[src/verilog/sac_pkg.sv]
package sac_pkg;

    // ----------------------------------------
    // Clock and timing
    // ----------------------------------------
    localparam int CLK_PERIOD_NS = 100;
    localparam int CONV_TIME_NS = 8500;
    localparam int ACQ_TIME_NS = 1500;
    localparam int WAKE_TIME_NS = 2000;
    localparam int CYCLE_TIME_NS = 10000;
    localparam int CONV_CYC = (CONV_TIME_NS + CLK_PERIOD_NS - 1) / CLK_PERIOD_NS;
    localparam int ACQ_CYC = (ACQ_TIME_NS + CLK_PERIOD_NS - 1) / CLK_PERIOD_NS;
    localparam int WAKE_CYC = (WAKE_TIME_NS + CLK_PERIOD_NS - 1) / CLK_PERIOD_NS;
    localparam int CYCLE_CYC = CYCLE_TIME_NS / CLK_PERIOD_NS;

    // ----------------------------------------
    // Converter shape
    // ----------------------------------------
    localparam int RES_BITS = 12;
    localparam int FRAME_BITS = RES_BITS + 1;
    localparam int STEP_CYC = CONV_CYC / RES_BITS;
    localparam int CNT_W = 8;
    localparam int SYNC_W = 5;
    // Synchroniser reset value matches idle pins (select high, clock low,
    // shutdown pin driven high), so no false select edge follows reset
    localparam logic [SYNC_W-1:0] PIN_IDLE = 5'h16;

    // ----------------------------------------
    // Register map (byte addresses)
    // ----------------------------------------
    localparam logic [7:0] REG_CTRL = 8'h00;
    localparam logic [7:0] REG_STATUS = 8'h04;
    localparam logic [7:0] REG_RESULT = 8'h08;
    localparam logic [7:0] REG_COUNT = 8'h0c;
    localparam int CTRL_SOFT_SD_BIT = 0;
    localparam logic CTRL_RESET = 1'b0;
    localparam int ST_CONV_BIT = 0;
    localparam int ST_READ_BIT = 1;
    localparam int ST_HOLD_BIT = 2;
    localparam int ST_SHUT_BIT = 3;
    localparam int ST_REFINT_BIT = 4;
    localparam int ST_ACQ_OK_BIT = 5;
    localparam int ST_WAKE_OK_BIT = 6;
    localparam int ST_CS_N_BIT = 7;

    // ----------------------------------------
    // Types
    // ----------------------------------------
    typedef enum logic [2:0] {
        SAC_TRACK = 3'b001,
        SAC_CONV = 3'b010,
        SAC_READ = 3'b100
    } sac_mode_e;

    typedef struct packed {
        logic cs_n;
        logic sclk;
        logic pd_level;
        logic pd_driven;
        logic comp;
    } sac_pins_s;

    typedef struct packed {
        logic psel;
        logic penable;
        logic pwrite;
        logic [7:0] paddr;
        logic [31:0] pwdata;
    } sac_apb_req_s;

endpackage

[src/verilog/sac_port.sv]
// The register offsets and the APB slave port were left to the implementer.
`timescale 1ns/1ps
`default_nettype none
module sac_port
    import sac_pkg::*;
(
    input wire logic ref_clk,
    input wire logic resetn,
    input wire logic cs_n,
    input wire logic sclk,
    input wire logic power_down_n_tristate_level,
    input wire logic power_down_n_tristate_driven,
    input wire logic comp_in,
    output logic dout_o,
    output logic dout_oe,
    output logic th_hold,
    output logic [RES_BITS-1:0] dac_code,
    output logic shutdown,
    output logic ref_internal,
    input wire logic psel,
    input wire logic penable,
    input wire logic pwrite,
    input wire logic [7:0] paddr,
    input wire logic [31:0] pwdata,
    output logic [31:0] prdata,
    output logic pready,
    output logic pslverr
);
    // ----------------------------------------
    // State
    // ----------------------------------------
    typedef struct packed {
        sac_mode_e mode;
        logic [CNT_W-1:0] tcnt;
        logic [CNT_W-1:0] step;
        logic [3:0] bit_idx;
        logic [RES_BITS-1:0] sar;
        logic [FRAME_BITS-1:0] shreg;
        logic [RES_BITS-1:0] result;
        logic dout;
        logic dout_oe;
        logic th_hold;
        logic [CNT_W-1:0] acq_cnt;
        logic [CNT_W-1:0] wake_cnt;
        logic cs_prev;
        logic sclk_prev;
        logic soft_sd;
        logic shut;
        logic ref_int;
        logic [15:0] conv_count;
        logic pready;
        logic pslverr;
        logic [31:0] prdata;
    } sac_state_s;

    sac_state_s s_reg;
    sac_state_s s_next;
    sac_pins_s pins_raw;
    sac_pins_s pins;
    sac_apb_req_s req;

    // ----------------------------------------
    // Pin synchronisers
    // ----------------------------------------
    assign pins_raw.cs_n = cs_n;
    assign pins_raw.sclk = sclk;
    assign pins_raw.pd_level = power_down_n_tristate_level;
    assign pins_raw.pd_driven = power_down_n_tristate_driven;
    assign pins_raw.comp = comp_in;

    sac_sync #(
        .WIDTH(SYNC_W),
        .RST_VAL(PIN_IDLE)
    ) u_sync (
        .clk(ref_clk),
        .rst_n(resetn),
        .d(pins_raw),
        .q(pins)
    );

    assign req.psel = psel;
    assign req.penable = penable;
    assign req.pwrite = pwrite;
    assign req.paddr = paddr;
    assign req.pwdata = pwdata;

    function automatic logic reg_hit(input logic [7:0] a);
        reg_hit = (a == REG_CTRL) || (a == REG_STATUS) ||
            (a == REG_RESULT) || (a == REG_COUNT);
    endfunction

    function automatic logic [7:0] sat_inc(input logic [7:0] v, input logic [7:0] lim);
        sat_inc = (v >= lim) ? lim : v + 8'h01;
    endfunction

    // ----------------------------------------
    // Next state
    // ----------------------------------------
    logic cs_fall;
    logic cs_rise;
    logic sclk_fall;
    logic step_end;
    logic pd_low;
    logic [31:0] status_word;

    always_comb begin
        s_next = s_reg;
        cs_fall = s_reg.cs_prev && !pins.cs_n;
        cs_rise = !s_reg.cs_prev && pins.cs_n;
        sclk_fall = s_reg.sclk_prev && !pins.sclk;
        step_end = (s_reg.step == CNT_W'(STEP_CYC - 1));
        pd_low = pins.pd_driven && !pins.pd_level;
        s_next.cs_prev = pins.cs_n;
        s_next.sclk_prev = pins.sclk;

        s_next.shut = pd_low || s_reg.soft_sd;
        s_next.ref_int = pins.pd_driven && pins.pd_level;

        if (s_reg.shut) begin
            s_next.wake_cnt = '0;
        end else begin
            s_next.wake_cnt = sat_inc(s_reg.wake_cnt, CNT_W'(WAKE_CYC));
        end

        unique case (s_reg.mode)
            SAC_TRACK: begin
                s_next.acq_cnt = sat_inc(s_reg.acq_cnt, CNT_W'(ACQ_CYC));
                if (cs_fall && !s_reg.shut) begin
                    s_next.mode = SAC_CONV;
                    s_next.th_hold = 1'b1;
                    s_next.tcnt = '0;
                    s_next.step = '0;
                    s_next.bit_idx = 4'(RES_BITS - 1);
                    s_next.sar = RES_BITS'(1) << (RES_BITS - 1);
                    s_next.dout = 1'b0;
                end
            end
            SAC_CONV: begin
                s_next.tcnt = s_reg.tcnt + 8'h01;
                s_next.step = step_end ? '0 : s_reg.step + 8'h01;
                if (step_end && s_reg.bit_idx != 4'hf) begin
                    if (!pins.comp) begin
                        s_next.sar[s_reg.bit_idx] = 1'b0;
                    end
                    if (s_reg.bit_idx != 4'h0) begin
                        s_next.sar[s_reg.bit_idx - 4'h1] = 1'b1;
                    end
                    s_next.bit_idx = s_reg.bit_idx - 4'h1;
                end
                if (s_reg.tcnt == CNT_W'(CONV_CYC - 1)) begin
                    s_next.mode = SAC_READ;
                    s_next.th_hold = 1'b0;
                    s_next.acq_cnt = '0;
                    s_next.result = s_reg.sar;
                    s_next.conv_count = s_reg.conv_count + 16'h0001;
                    s_next.shreg = {1'b1, s_reg.sar};
                    s_next.dout = 1'b1;
                end
            end
            SAC_READ: begin
                s_next.acq_cnt = sat_inc(s_reg.acq_cnt, CNT_W'(ACQ_CYC));
                if (sclk_fall) begin
                    s_next.shreg = {s_reg.shreg[FRAME_BITS-2:0], 1'b0};
                    s_next.dout = s_reg.shreg[FRAME_BITS-2];
                end
            end
            default: begin
                s_next.mode = SAC_TRACK;
            end
        endcase

        if (cs_rise) begin
            s_next.mode = SAC_TRACK;
            s_next.th_hold = 1'b0;
            s_next.shreg = '0;
            s_next.dout = 1'b0;
            if (s_reg.mode == SAC_CONV) begin
                s_next.acq_cnt = '0;
            end
        end
        s_next.dout_oe = !pins.cs_n;

        // Register bus: one wait state, answer in second access cycle
        status_word = '0;
        status_word[ST_CONV_BIT] = (s_reg.mode == SAC_CONV);
        status_word[ST_READ_BIT] = (s_reg.mode == SAC_READ);
        status_word[ST_HOLD_BIT] = s_reg.th_hold;
        status_word[ST_SHUT_BIT] = s_reg.shut;
        status_word[ST_REFINT_BIT] = s_reg.ref_int;
        status_word[ST_ACQ_OK_BIT] = (s_reg.acq_cnt == CNT_W'(CYCLE_CYC - CONV_CYC));
        status_word[ST_WAKE_OK_BIT] = (s_reg.wake_cnt == CNT_W'(WAKE_CYC));
        status_word[ST_CS_N_BIT] = pins.cs_n;

        s_next.pready = 1'b0;
        s_next.pslverr = 1'b0;
        if (req.psel && req.penable && !s_reg.pready) begin
            s_next.pready = 1'b1;
            s_next.pslverr = !reg_hit(req.paddr);
            s_next.prdata = '0;
            if (!req.pwrite) begin
                unique case (req.paddr)
                    REG_CTRL: s_next.prdata[CTRL_SOFT_SD_BIT] = s_reg.soft_sd;
                    REG_STATUS: s_next.prdata = status_word;
                    REG_RESULT: s_next.prdata[RES_BITS-1:0] = s_reg.result;
                    REG_COUNT: s_next.prdata[15:0] = s_reg.conv_count;
                    default: s_next.prdata = '0;
                endcase
            end
        end
        // Write lands on the completing access edge
        if (req.psel && req.penable && s_reg.pready && req.pwrite) begin
            if (req.paddr == REG_CTRL) begin
                s_next.soft_sd = req.pwdata[CTRL_SOFT_SD_BIT];
            end
        end
    end

    // ----------------------------------------
    // Registers
    // ----------------------------------------
    always_ff @(posedge ref_clk or negedge resetn) begin
        if (!resetn) begin
            s_reg <= '0;
            s_reg.mode <= SAC_TRACK;
            s_reg.cs_prev <= 1'b1;
            s_reg.soft_sd <= CTRL_RESET;
        end else begin
            s_reg <= s_next;
        end
    end

    assign dout_o = s_reg.dout;
    assign dout_oe = s_reg.dout_oe;
    assign th_hold = s_reg.th_hold;
    assign dac_code = s_reg.sar;
    assign shutdown = s_reg.shut;
    assign ref_internal = s_reg.ref_int;
    assign prdata = s_reg.prdata;
    assign pready = s_reg.pready;
    assign pslverr = s_reg.pslverr;
endmodule
`default_nettype wire

[src/verilog/sac_sync.sv]
`timescale 1ns/1ps
`default_nettype none
module sac_sync #(
    parameter int WIDTH = 1,
    parameter logic [WIDTH-1:0] RST_VAL = '0
) (
    input wire logic clk,
    input wire logic rst_n,
    input wire logic [WIDTH-1:0] d,
    output logic [WIDTH-1:0] q
);
    typedef struct packed {
        logic [WIDTH-1:0] meta;
        logic [WIDTH-1:0] stable;
    } sac_sync_s;

    sac_sync_s s_reg;
    sac_sync_s s_next;

    always_comb begin
        s_next.meta = d;
        s_next.stable = s_reg.meta;
    end

    always_ff @(posedge clk or negedge rst_n) begin
        if (!rst_n) begin
            s_reg <= {RST_VAL, RST_VAL};
        end else begin
            s_reg <= s_next;
        end
    end

    assign q = s_reg.stable;
endmodule
`default_nettype wire
[config.mk]
export PLATFORM = sky130hd
export DESIGN_NAME = sac_port
export DESIGN_NICKNAME = d
export VERILOG_FILES = /design/src/verilog/sac_pkg.sv /design/src/verilog/sac_port.sv /design/src/verilog/sac_sync.sv
export SDC_FILE = /design/constraint.sdc
export NUM_CORES = 1
export LEC_CHECK = 0
export BUFFER_PORTS_ARGS = -buffer_cell sky130_fd_sc_hd__buf_2
export CAP_MARGIN = 5
export CORE_MARGIN = 2
export CORE_UTILIZATION = 56
export CTS_BUF_LIST = sky130_fd_sc_hd__clkbuf_16
export CTS_CLUSTER_SIZE = 16
export DETAILED_ROUTE_END_ITERATION = 10
export MAX_ROUTING_LAYER = met4
export PLACE_DENSITY = 0.79
export SLEW_MARGIN = 20
export SYNTH_ARGS = -nofsm -noshare
export SYNTH_HDL_FRONTEND = slang
export SYNTH_SLANG_ARGS = --single-unit
export TNS_END_PERCENT = 50
[constraint.sdc]
create_clock -name ref_clk -period 2.12 [get_ports ref_clk]
set_input_delay 0.212 -clock ref_clk [delete_from_list [all_inputs] [get_ports ref_clk]]
set_output_delay 0.212 -clock ref_clk [all_outputs]
set_load 0.02 [all_outputs]
* Word-level counts from Yosys, hierarchy flattened
Cells that the tools add are included.
** Word-level totals
- Memories kept :: 0
- Latch bits :: 0
- Register bits :: 143
- Memory bits (read-only) :: 0
- Input bits :: 50
- Output and inout bits :: 51
- RAM bits :: 0
- Word-level logic and storage cells :: 131
** Operators by class
- Order comparisons :: 6
- Shifts and indexed selects :: 0
- Bitwise operators :: 3
- Equality and inequality tests :: 17
- Reduce and logical (&&, ||, !) cells :: 39
- Muxes and demuxes :: 37
- Multipliers :: 0
- $add $sub $neg :: 6
- Divide/modulo/power cells :: 0
** Operators with widths (count)
- 12-bit 2-to-1 mux :: 6
- 32-bit case mux with 2 select lines :: 1
- 8-bit 2-to-1 mux :: 5
- 35-bit 2-to-1 mux :: 1
- 34-bit 2-to-1 mux :: 1
- 11-bit case mux with 3 select lines :: 1
- 8-bit by 1-bit adder with 8-bit output, second input constant :: 4
- 16-bit 2-to-1 mux :: 2
- 25-bit 2-to-1 mux :: 1
- 8-bit by 4-bit == test with 1-bit output, second input constant :: 3
- 12-bit case mux with 2 select lines :: 1
- 9-bit 2-to-1 mux :: 2
- 16-bit by 1-bit adder with 16-bit output, second input constant :: 1
- 8-bit by 3-bit == test with 1-bit output, second input constant :: 2
- 8-bit case mux with 2 select lines :: 1
- 1-bit logical AND :: 13
- 12-bit bitwise AND :: 1
- 12-bit NOT :: 1
- 12-bit OR :: 1
- 3-bit AND reduction :: 4
- 4-bit by 5-bit less-than comparator with 1-bit output, second input constant :: 2
- 3-bit case mux with 3 select lines :: 1
- 1-bit demux with 4-bit select :: 2
- 8-bit by 5-bit == test with 1-bit output, second input constant :: 1
- 28 further kinds :: 50

* Longest topological paths before layout
Gate-level depths: netlist of run 1.
- Depth after elaboration :: 13
- Mapped depth :: 8
- Mapped depth without buffers :: 7

* Hierarchy
A second synthesis of run 1 with hierarchy kept.
** Second synthesis, totals
- Cells, all modules :: 610
- Area, all modules :: 6258.5 um^2
** Modules (own cells, without submodules)
- sac_port :: cells an instance 600, area each 6000.8 um^2, instances 1, sequential area each 2930.3 um^2
- sac_sync :: cells an instance 10, area each 257.7 um^2, instances 1, sequential area each 257.7 um^2

* Worst setup path after synthesis of run 1
No wires, ideal clock.
- Path type :: flip-flop to flip-flop
- Start point :: register s_reg, in the netlist shutdown
- End point :: register s_reg, in the netlist dac_code[7]
- Path buffers :: 0
- Data required time :: 1.988 ns
- Arrival :: 1.718 ns
- Path slack :: 0.271 ns
- Clock period less this slack :: 1.849 ns
- Stages on the path, launching flop included :: 6
- Setup time :: 0.132 ns
- Cell sequence :: dfrtp_1 nor3b_4 nor2_1 or4_4 o311ai_1 o21ai_1
** On the way
- Word-level cells in the longest chain between the ends :: 4
** Ends and longest elaborated chain
- from (decl) :: line sac_port.sv:56 : sac_state_s s_reg;
- from (signal assigned) :: line sac_port.sv:228 : s_reg <= s_next;
- 1-bit logical NOT :: line sac_port.sv:128 : if (cs_fall && !s_reg.shut) begin
- 1-bit logical AND :: line sac_port.sv:128
- 2-bit inequality test (no line)
- 3-bit AND reduction (no line)
No other way between the ends.
A chain may end at the register's enable or synchronous reset.

* Worst setup path in the final report of run 1
- Start point :: register s_reg[131] in the netlist's numbering
- End point :: register s_reg, in the netlist dout_o
** On the way
- Word-level cells in the longest chain between the ends :: 3
- Elaborated cells on any way between the ends :: 10
- Classes of those cells :: eq/ne: 6; mux: 2; reduce/logical: 2
** Ends and longest elaborated chain
- 3-bit == test (tied with other cells) :: line sac_port.sv:125 : unique case (s_reg.mode)
- 3-bit inequality test (no line) (tied with other cells)
- 4-bit AND reduction (no line) / 1-bit 2-to-1 mux (equally long branches)
Several ways; a longest one is shown, not always the timed one.

==> parameters.txt, run 1 <==
Parameter                              Value

Routing
  DR iter-0 viols    394
  Number of nets with antenna violations after routing    0
  Total DRC errors in the routed layout    0
  Number of detailed-route iterations in the first pass    5
  Via/cell ratio    5.749
  Post-DR wirelength/cell    15.95 um
  Detailed Route WL    13.03 mm
  Via count    4697

Synthesis
  Synth Cell Area    0.006106 sq mm
  Flops & latches, synth    127
  Synth area leader    dfrtp_1
  Most used flip-flop cell after synthesis    dfrtp_1
  Fraction of post-synthesis cell area in the top cell type by area    0.4877
  Number of distinct standard cells referenced by the synthesized netlist    61
  Number of enable flip-flop cells after synthesis    0
  Fraction of registers with async set/reset    1.000
  Average size of a mapped cell    9.928 sq um
  Main area contributors after synthesis    dfrtp_1 49%, nand2_1 5.8%, buf_4 5.5%, o21ai_0 3.6%, dfstp_2 3.4%
  Synthesis Warnings    0
  Synth Instances    615
  Sequential element share of the synthesized area    0.5221

STA
  Final worst-path cycle share    0.9718
  Setup Total Neg Slack    0 ps
  Layout Skew    5.544 ps
  Number of endpoints failing setup at the final stage    0
  Final number of max-transition violations    0
  Transition at the pin with the smallest max-transition slack    545.7 ps
  Tmin final    2060 ps
  RSZ-0062 raised after global routing    false
  Max-slew headroom at the worst pin    0.6324
  Final hold violation count    0
  Max Clk Rate    485.4 MHz

Global routing
  First-pass GRT wire length    21.31 mm
  Leftover overflow at the end of global routing    0
  Vias in the first global route    4442
  Pin count of the biggest net entering global routing    68
  Antenna violations before repair    0
  Total Routing Usage GR    0.2409

Placement
  Number of port buffers    53
  Weighted congestion reported at the end of routability-driven placement    0.9304
  Placed wire-length estimate after detailed placement    8.840 mm
  Post-DP Area    0.006355 sq mm

Cells and area
  Post-synthesis to final-layout area growth    15.92%
  Antenna fix cells    0
  Finished Cell Area    0.007078 sq mm
  Fraction of layout instances using a drive strength above 1    0.1891
  Max FFs per register    82
  Fill count    839
  Final net count    726

Clock tree
  Number of post-CTS setup repair buffers    0
  Deepest clock path buffer count    2
  H-Tree Depth    4
  Clock-pin transition on the worst setup and hold timing paths    60 ps
  Number of clock sinks    127
  Worst-Skew Late Latency    410 ps
  CTS tree    built
  TritonCTS buffer count    17
  CTS root buffer    clkbuf_16

Critical path
  Critical-path maximum fanout    6
  Required arrival time at the worst endpoint    2410 ps
  Startpoint type of the worst setup path    flop
  Arrival time worst endpoint    2350 ps
  Critical path start-end classification    reg -> reg
  Endpoint type of the worst setup path    flop

Floorplan
  Die width    108.4 um
  Boundary pin count    101
  Die footprint    0.01175 sq mm
  Standard-cell row count    38
  Floorplan core area    0.01075 sq mm
  Vertical extent of the die    108.4 um
  Starting Density    0.5682

Power and ir drop
  Static Leak    3.395 nW
  Switching Fraction    0.2610
  Power Density    954.1 mW/mm^2
  Maximum vdd drop    0.0005507 V
  Clock Power Share    0.474
  Sequential power share    0.407
  Cell-internal power    0.004991 W
  Reported net switching power    0.001763 W
  Combinational fraction of design power    0.119

Job
  Total of max-cap violations    0

Worst hold path
  Type of the tightest min-delay check    in -> reg

Run status
  Status    complete, no violations
-- Yosys cell counts (all sizes together) (3+ instances only) --
library cell	n
a21o	4
a21oi	27
a22o	6
a22oi	18
a31oi	6
and2	3
and3	18
buf	56
clkbuf	9
dfrtp	119
dfstp	8
ha	12
inv	16
mux2	7
mux2i	4
nand2	94
nand2b	4
nand3	19
nand3b	3
nand4	8
nor2	38
nor3	13
nor3b	4
nor4	6
o21ai	51
o2bb2ai	4
o31ai	5
xnor2	15
xor2	5
-- metal layers --
| layer | vias to the layer above | routed length [um] | GRT usage |
|---|---|---|---|
| met5 | - | 0 | - |
| met4 | 0 | 159 | 0.08059 |
| met3 | 24 | 624 | 0.05184 |
| met2 | 149 | 6560 | 0.3969 |
| met1 | 2324 | 5684 | 0.2964 |
| li1 | 2200 | - | - |
-- metrics by stage --
stage	hold slack, ps	power [W]	setup WS [ps]	instances	utilization
finish	35.89	0.006753	59.85	817	0.6587
global placement	84.59	0.003509	171.6	779	0.5914
detailed placement	90.47	0.003555	141.3	779	0.5914
floorplan	-83.59	0.003291	270.6	633	-
CTS	25.84	0.006786	114.8	817	0.6582
global route	38.86	0.007037	13.73	817	0.6587
-- path summary, 6_finish.rpt --
| kind | startpoint | endpoint | slack [ps] | cells after the start |
|---|---|---|---|---|
| max in group asynchronous | resetn | s_reg[131] | 1260 | 3 |
| min reg2reg | u_sync.s_next[0] | u_sync.q[0] | 350 | 0 |
| max reg2reg | s_reg[131] | dout_o | 60 | 5 |
| min in group asynchronous | resetn | s_reg[55] | 210 | 2 |
| min | pwdata[0] | s_reg[52] | 40 | 2 |
| max | s_reg[131] | dout_o | 60 | 5 |
-- cell families (layout without fill, tap and decap cells) --
logic type	after synthesis	in the layout	share of synthesized area
flops	127	127	0.5221
simple gates	226	226	0.1822
compound gates	136	136	0.1398
other cells	1	19	0.0006142
mux	12	12	0.02316
buf+inv	81	125	0.07889
fa+ha+maj	12	12	0.02459
xor+xnor	20	20	0.02869
-- repair_timing --
| action | in CTS | in global routing |
|---|---|---|
| hold buffers | 6 | 0 |
| endpoints found under the hold margin | 65 | 0 |
| endpoints found under the setup margin | 0 | 1 |
| resized for setup | 0 | 1 |
-- final cells by class --
| cell class | count | area [sq um] | area share |
|---|---|---|---|
| Clock buffer | 17 | 425.4 | 0.06010 |
| Clock inverter | 15 | 232.7 | 0.03288 |
| Inverter | 16 | 60.06 | 0.008485 |
| Multi-Input combinational cell | 425 | 2509 | 0.3544 |
| Sequential cell | 127 | 3188 | 0.4504 |
| Tap cell | 140 | 175.2 | 0.02475 |
| Timing Repair Buffer | 77 | 488.0 | 0.06894 |
-- layout by cell type, fill, tap and decap left out, types with 5 or more instances in the layout --
master / netlist / routed
nor4_1: 6 / 6
a22o_1: 6 / 6
conb_1: 1 / 19
ha_1: 12 / 12
dlygate4sd3_1: 0 / 6
xor2_1: 5 / 5
buf_2: 7 / 52
dfrtp_1: 119 / 119
nand3_1: 19 / 19
o21ai_0: 44 / 44
dfstp_2: 8 / 8
and3_1: 18 / 18
buf_4: 45 / 17
nand2_1: 94 / 94
mux2_2: 7 / 7
a31oi_1: 6 / 6
nor3_1: 13 / 13
nor2_1: 37 / 37
o21ai_1: 7 / 7
xnor2_1: 15 / 15
inv_1: 16 / 16
nand4_1: 8 / 8
bufinv_16: 0 / 5
a21oi_1: 27 / 27
clkbuf_16: 0 / 17
a22oi_1: 18 / 18
-- worst max-delay path, stage by stage, from the launching register on --
cell      delay, ps
dfstp_2         580
or3b_1          410
nor2_1          280
o21ai_1         170
o311ai_1        120
mux2_2          380
-- power by group through the flow --
stage | clock network [W] | logic [W] | registers [W]
after floorplan | 0 | 0.000532 | 0.00276
after global placement | 0 | 0.000734 | 0.00278
after detailed placement | 0 | 0.000765 | 0.00279
after CTS | 0.00325 | 0.000791 | 0.00275
after global routing | 0.00337 | 0.000900 | 0.00277
final | 0.00320 | 0.000801 | 0.00275
Note: power is estimated with default switching activity, not from simulation.
==> run 2, diff against run 1 <==
Settings changed: PLACE_DENSITY 0.79 to unset, PLACE_DENSITY_LB_ADDON set to 0.15.
Clock period 2.12 ns to 1.99 ns, I/O delays scaled along.
==> parameters.txt, run 2 (same netlist as run 1, synthesis figures left out) <==
Parameter                              Value

Critical path
  Critical Path Slowest Stage Cell    or4_4
  Arrival time worst endpoint    2210 ps (-140 ps)
  Critical Path, Cell by Cell    nor3b_4 > nor2_2 > or4_4 > o311ai_2 > o21ai_1
  Worst R2R Path Depth    5 (unchanged)
  Delay of the slowest critical-path stage    590 ps (about the same)
  Required arrival time at the worst endpoint    2280 ps (-130 ps)
  Critical path start-end classification    reg -> reg
  Critical-path maximum fanout    4 (-2)
  Endpoint type of the worst setup path    flop
  Startpoint type of the worst setup path    flop

Clock tree
  CTS root buffer    clkbuf_16
  H-Tree Depth    4 (unchanged)
  Number of clock sinks    127 (unchanged)
  Worst-Skew Late Latency    420 ps (about the same)
  Deepest clock path buffer count    2 (unchanged)
  TritonCTS buffer count    17 (unchanged)
  Number of post-CTS setup repair buffers    0 (unchanged)
  Clock-pin transition on the worst setup and hold timing paths    60 ps (about the same)
  CTS tree    built

Routing
  Number of nets with antenna violations after routing    0 (unchanged)
  Number of detailed-route iterations in the first pass    5 (unchanged)
  Met2 routed wirelength    6.509 mm (-0.78%)
  Total DRC errors in the routed layout    0 (unchanged)
  Via count    4646 (-1.1%)
  Post-Route M1 WL    5.704 mm (+0.35%)
  Met3 WL post-DR    700 um (+12%)
  DR iter-0 viols    302 (-23%)
  Post-DR wirelength/cell    15.89 um (-0.34%)
  DR top layer    met4
  Via/cell ratio    5.598 (-2.6%)
  Detailed Route WL    13.19 mm (+1.2%)

Placement
  Placed wire-length estimate after detailed placement    9.202 mm (+4.1%)
  Number of port buffers    53 (unchanged)
  Weighted congestion reported at the end of routability-driven placement    0.8938 (-3.9%)

Run status
  Status    complete, no violations

Power and ir drop
  Power after layout    0.007107 W (+5.2%)
  Sequential power share    0.409 (+0.002)
  Clock Power Share    0.461 (-0.013)
  Combinational fraction of design power    0.130 (+0.011)
  Maximum vdd drop    0.0008254 V (+50%)
  Static Leak    3.439 nW (+1.3%)
  Cell-internal power    0.005230 W (+4.8%)
  Switching Fraction    0.2641 (+0.003135)
  Power Density    991.6 mW/mm^2 (+3.9%)
  Reported net switching power    0.001877 W (+6.5%)

Global routing
  Total Routing Usage GR    0.2502 (+0.009257)
  Vias in the first global route    4507 (+1.5%)
  Antenna violations before repair    0 (unchanged)
  Pin count of the biggest net entering global routing    49 (-28%)
  First-pass GRT wire length    21.91 mm (+2.8%)
  Leftover overflow at the end of global routing    0 (unchanged)

STA
  Final number of max-transition violations    0 (unchanged)
  Tmin final    1920 ps (-140.3 ps)
  Transition at the pin with the smallest max-transition slack    515.2 ps (-30.49 ps)
  Number of endpoints failing setup at the final stage    0 (unchanged)
  Max Clk Rate    520.9 MHz (+7.3%)
  Final hold violation count    0 (unchanged)
  Layout Skew    7.016 ps (+1.472 ps)
  Final worst-path cycle share    0.9647 (-0.007022)
  RSZ-0062 raised after global routing    true
  Max-slew headroom at the worst pin    0.6529 (+0.02054)

Floorplan
  Starting Density    0.5682 (unchanged)
  Vertical extent of the die    108.4 um (unchanged)
  Floorplan core area    0.01075 sq mm (unchanged)
  Standard-cell row count    38 (unchanged)
  Die width    108.4 um (unchanged)
  Boundary pin count    101 (unchanged)
  Die footprint    0.01175 sq mm (unchanged)

Cells and area
  Post-synthesis to final-layout area growth    17.38%
  Fraction of layout instances using a drive strength above 1    0.2174 (+0.02832)
  Commonest non-fill, non-tap cell in the layout    dfrtp_1
  Antenna fix cells    0 (unchanged)
  Final standard cell utilization of the core    0.6670 (+0.008267)
  Final net count    739 (+1.8%)
  Most used cells in the layout excluding fill and tap cells    119 x dfrtp_1, 94 x nand2_1, 52 x buf_2
  Fill count    854 (+1.8%)
  Max FFs per register    82 (unchanged)

Job
  Total of max-cap violations    0 (unchanged)

Worst hold path
  Type of the tightest min-delay check    in -> reg
  Hold-critical path depth    2 (unchanged)
==> run 2: power by group through the flow <==
| stage | clock (W) | sequential, W | combinational, W |
|---|---|---|---|
| 2_1_floorplan | 0 | 0.00294 | 0.000567 |
| 3_3_place_gp | 0 | 0.00294 | 0.000865 |
| 3_5_place_dp | 0 | 0.00295 | 0.000895 |
| 4_1_cts | 0.00334 | 0.00290 | 0.000918 |
| 5_1_grt | 0.00347 | 0.00293 | 0.00103 |
| 6_report | 0.00328 | 0.00291 | 0.000923 |
==> run 2: area by class of cell <==
| type | count | area (sq um) | area share |
|---|---|---|---|
| clock inverter | 15 | 207.7 | 0.02898 |
| timing repair buffer | 90 | 573.1 | 0.07996 |
| inverter | 16 | 60.06 | 0.008380 |
| multi-input combinational | 425 | 2537 | 0.3540 |
| sequential | 127 | 3188 | 0.4448 |
| clock buffer | 17 | 425.4 | 0.05936 |
| tap | 140 | 175.2 | 0.02444 |
==> run 2: critical path, delay by kind of cell (launching register included) <==
family	cells	cell delay, ps
and+or+nand+nor	3	930
DFF	1	530
AOI/OAI and AO/OA	2	330
==> run 2: routing by layer <==
metal / global-route usage / up-vias
met3: 0.05907 / 25
met5: - / -
met1: 0.3128 / 2246
met2: 0.3915 / 144
li1: - / 2231
met4: 0.1062 / 0
==> run 2: repair_timing <==
action	CTS	global route
endpoints found under the hold margin	41	0
hold buffers	6	0
gates resized for setup	0	9
endpoints found under the setup margin	0	20
==> run 2: worst paths after layout <==
path                                        from               end  slack, ps
min in group asynchronous                 resetn         s_reg[58]        290
worst max-delay path                   s_reg[54]       dac_code[7]         70
worst min-delay path                   pwdata[0]         s_reg[52]         20
worst max register to register         s_reg[54]       dac_code[7]         70
worst min register to register  u_sync.s_next[0]       u_sync.q[0]        350
max in group asynchronous                 resetn  u_sync.s_next[4]        900
==> run 2: metrics by stage <==
stage / hold WS (ps) / instance area (sq um) / TNS [ps] / setup slack, ps / std cells
3_5_place_dp: 212.4 / 6440 / 0 / 46.12 / 792
6_report: 16.12 / 7167 / 0 / 70.15 / 830
4_1_cts: 1.691 / 7133 / 0 / 27.55 / 830
5_1_grt: 12.66 / 7167 / -38.81 / -17.22 / 830
3_3_place_gp: 215.7 / 6440 / 0 / 95.70 / 792
2_1_floorplan: -96.59 / 6173 / 0 / 140.6 / 633
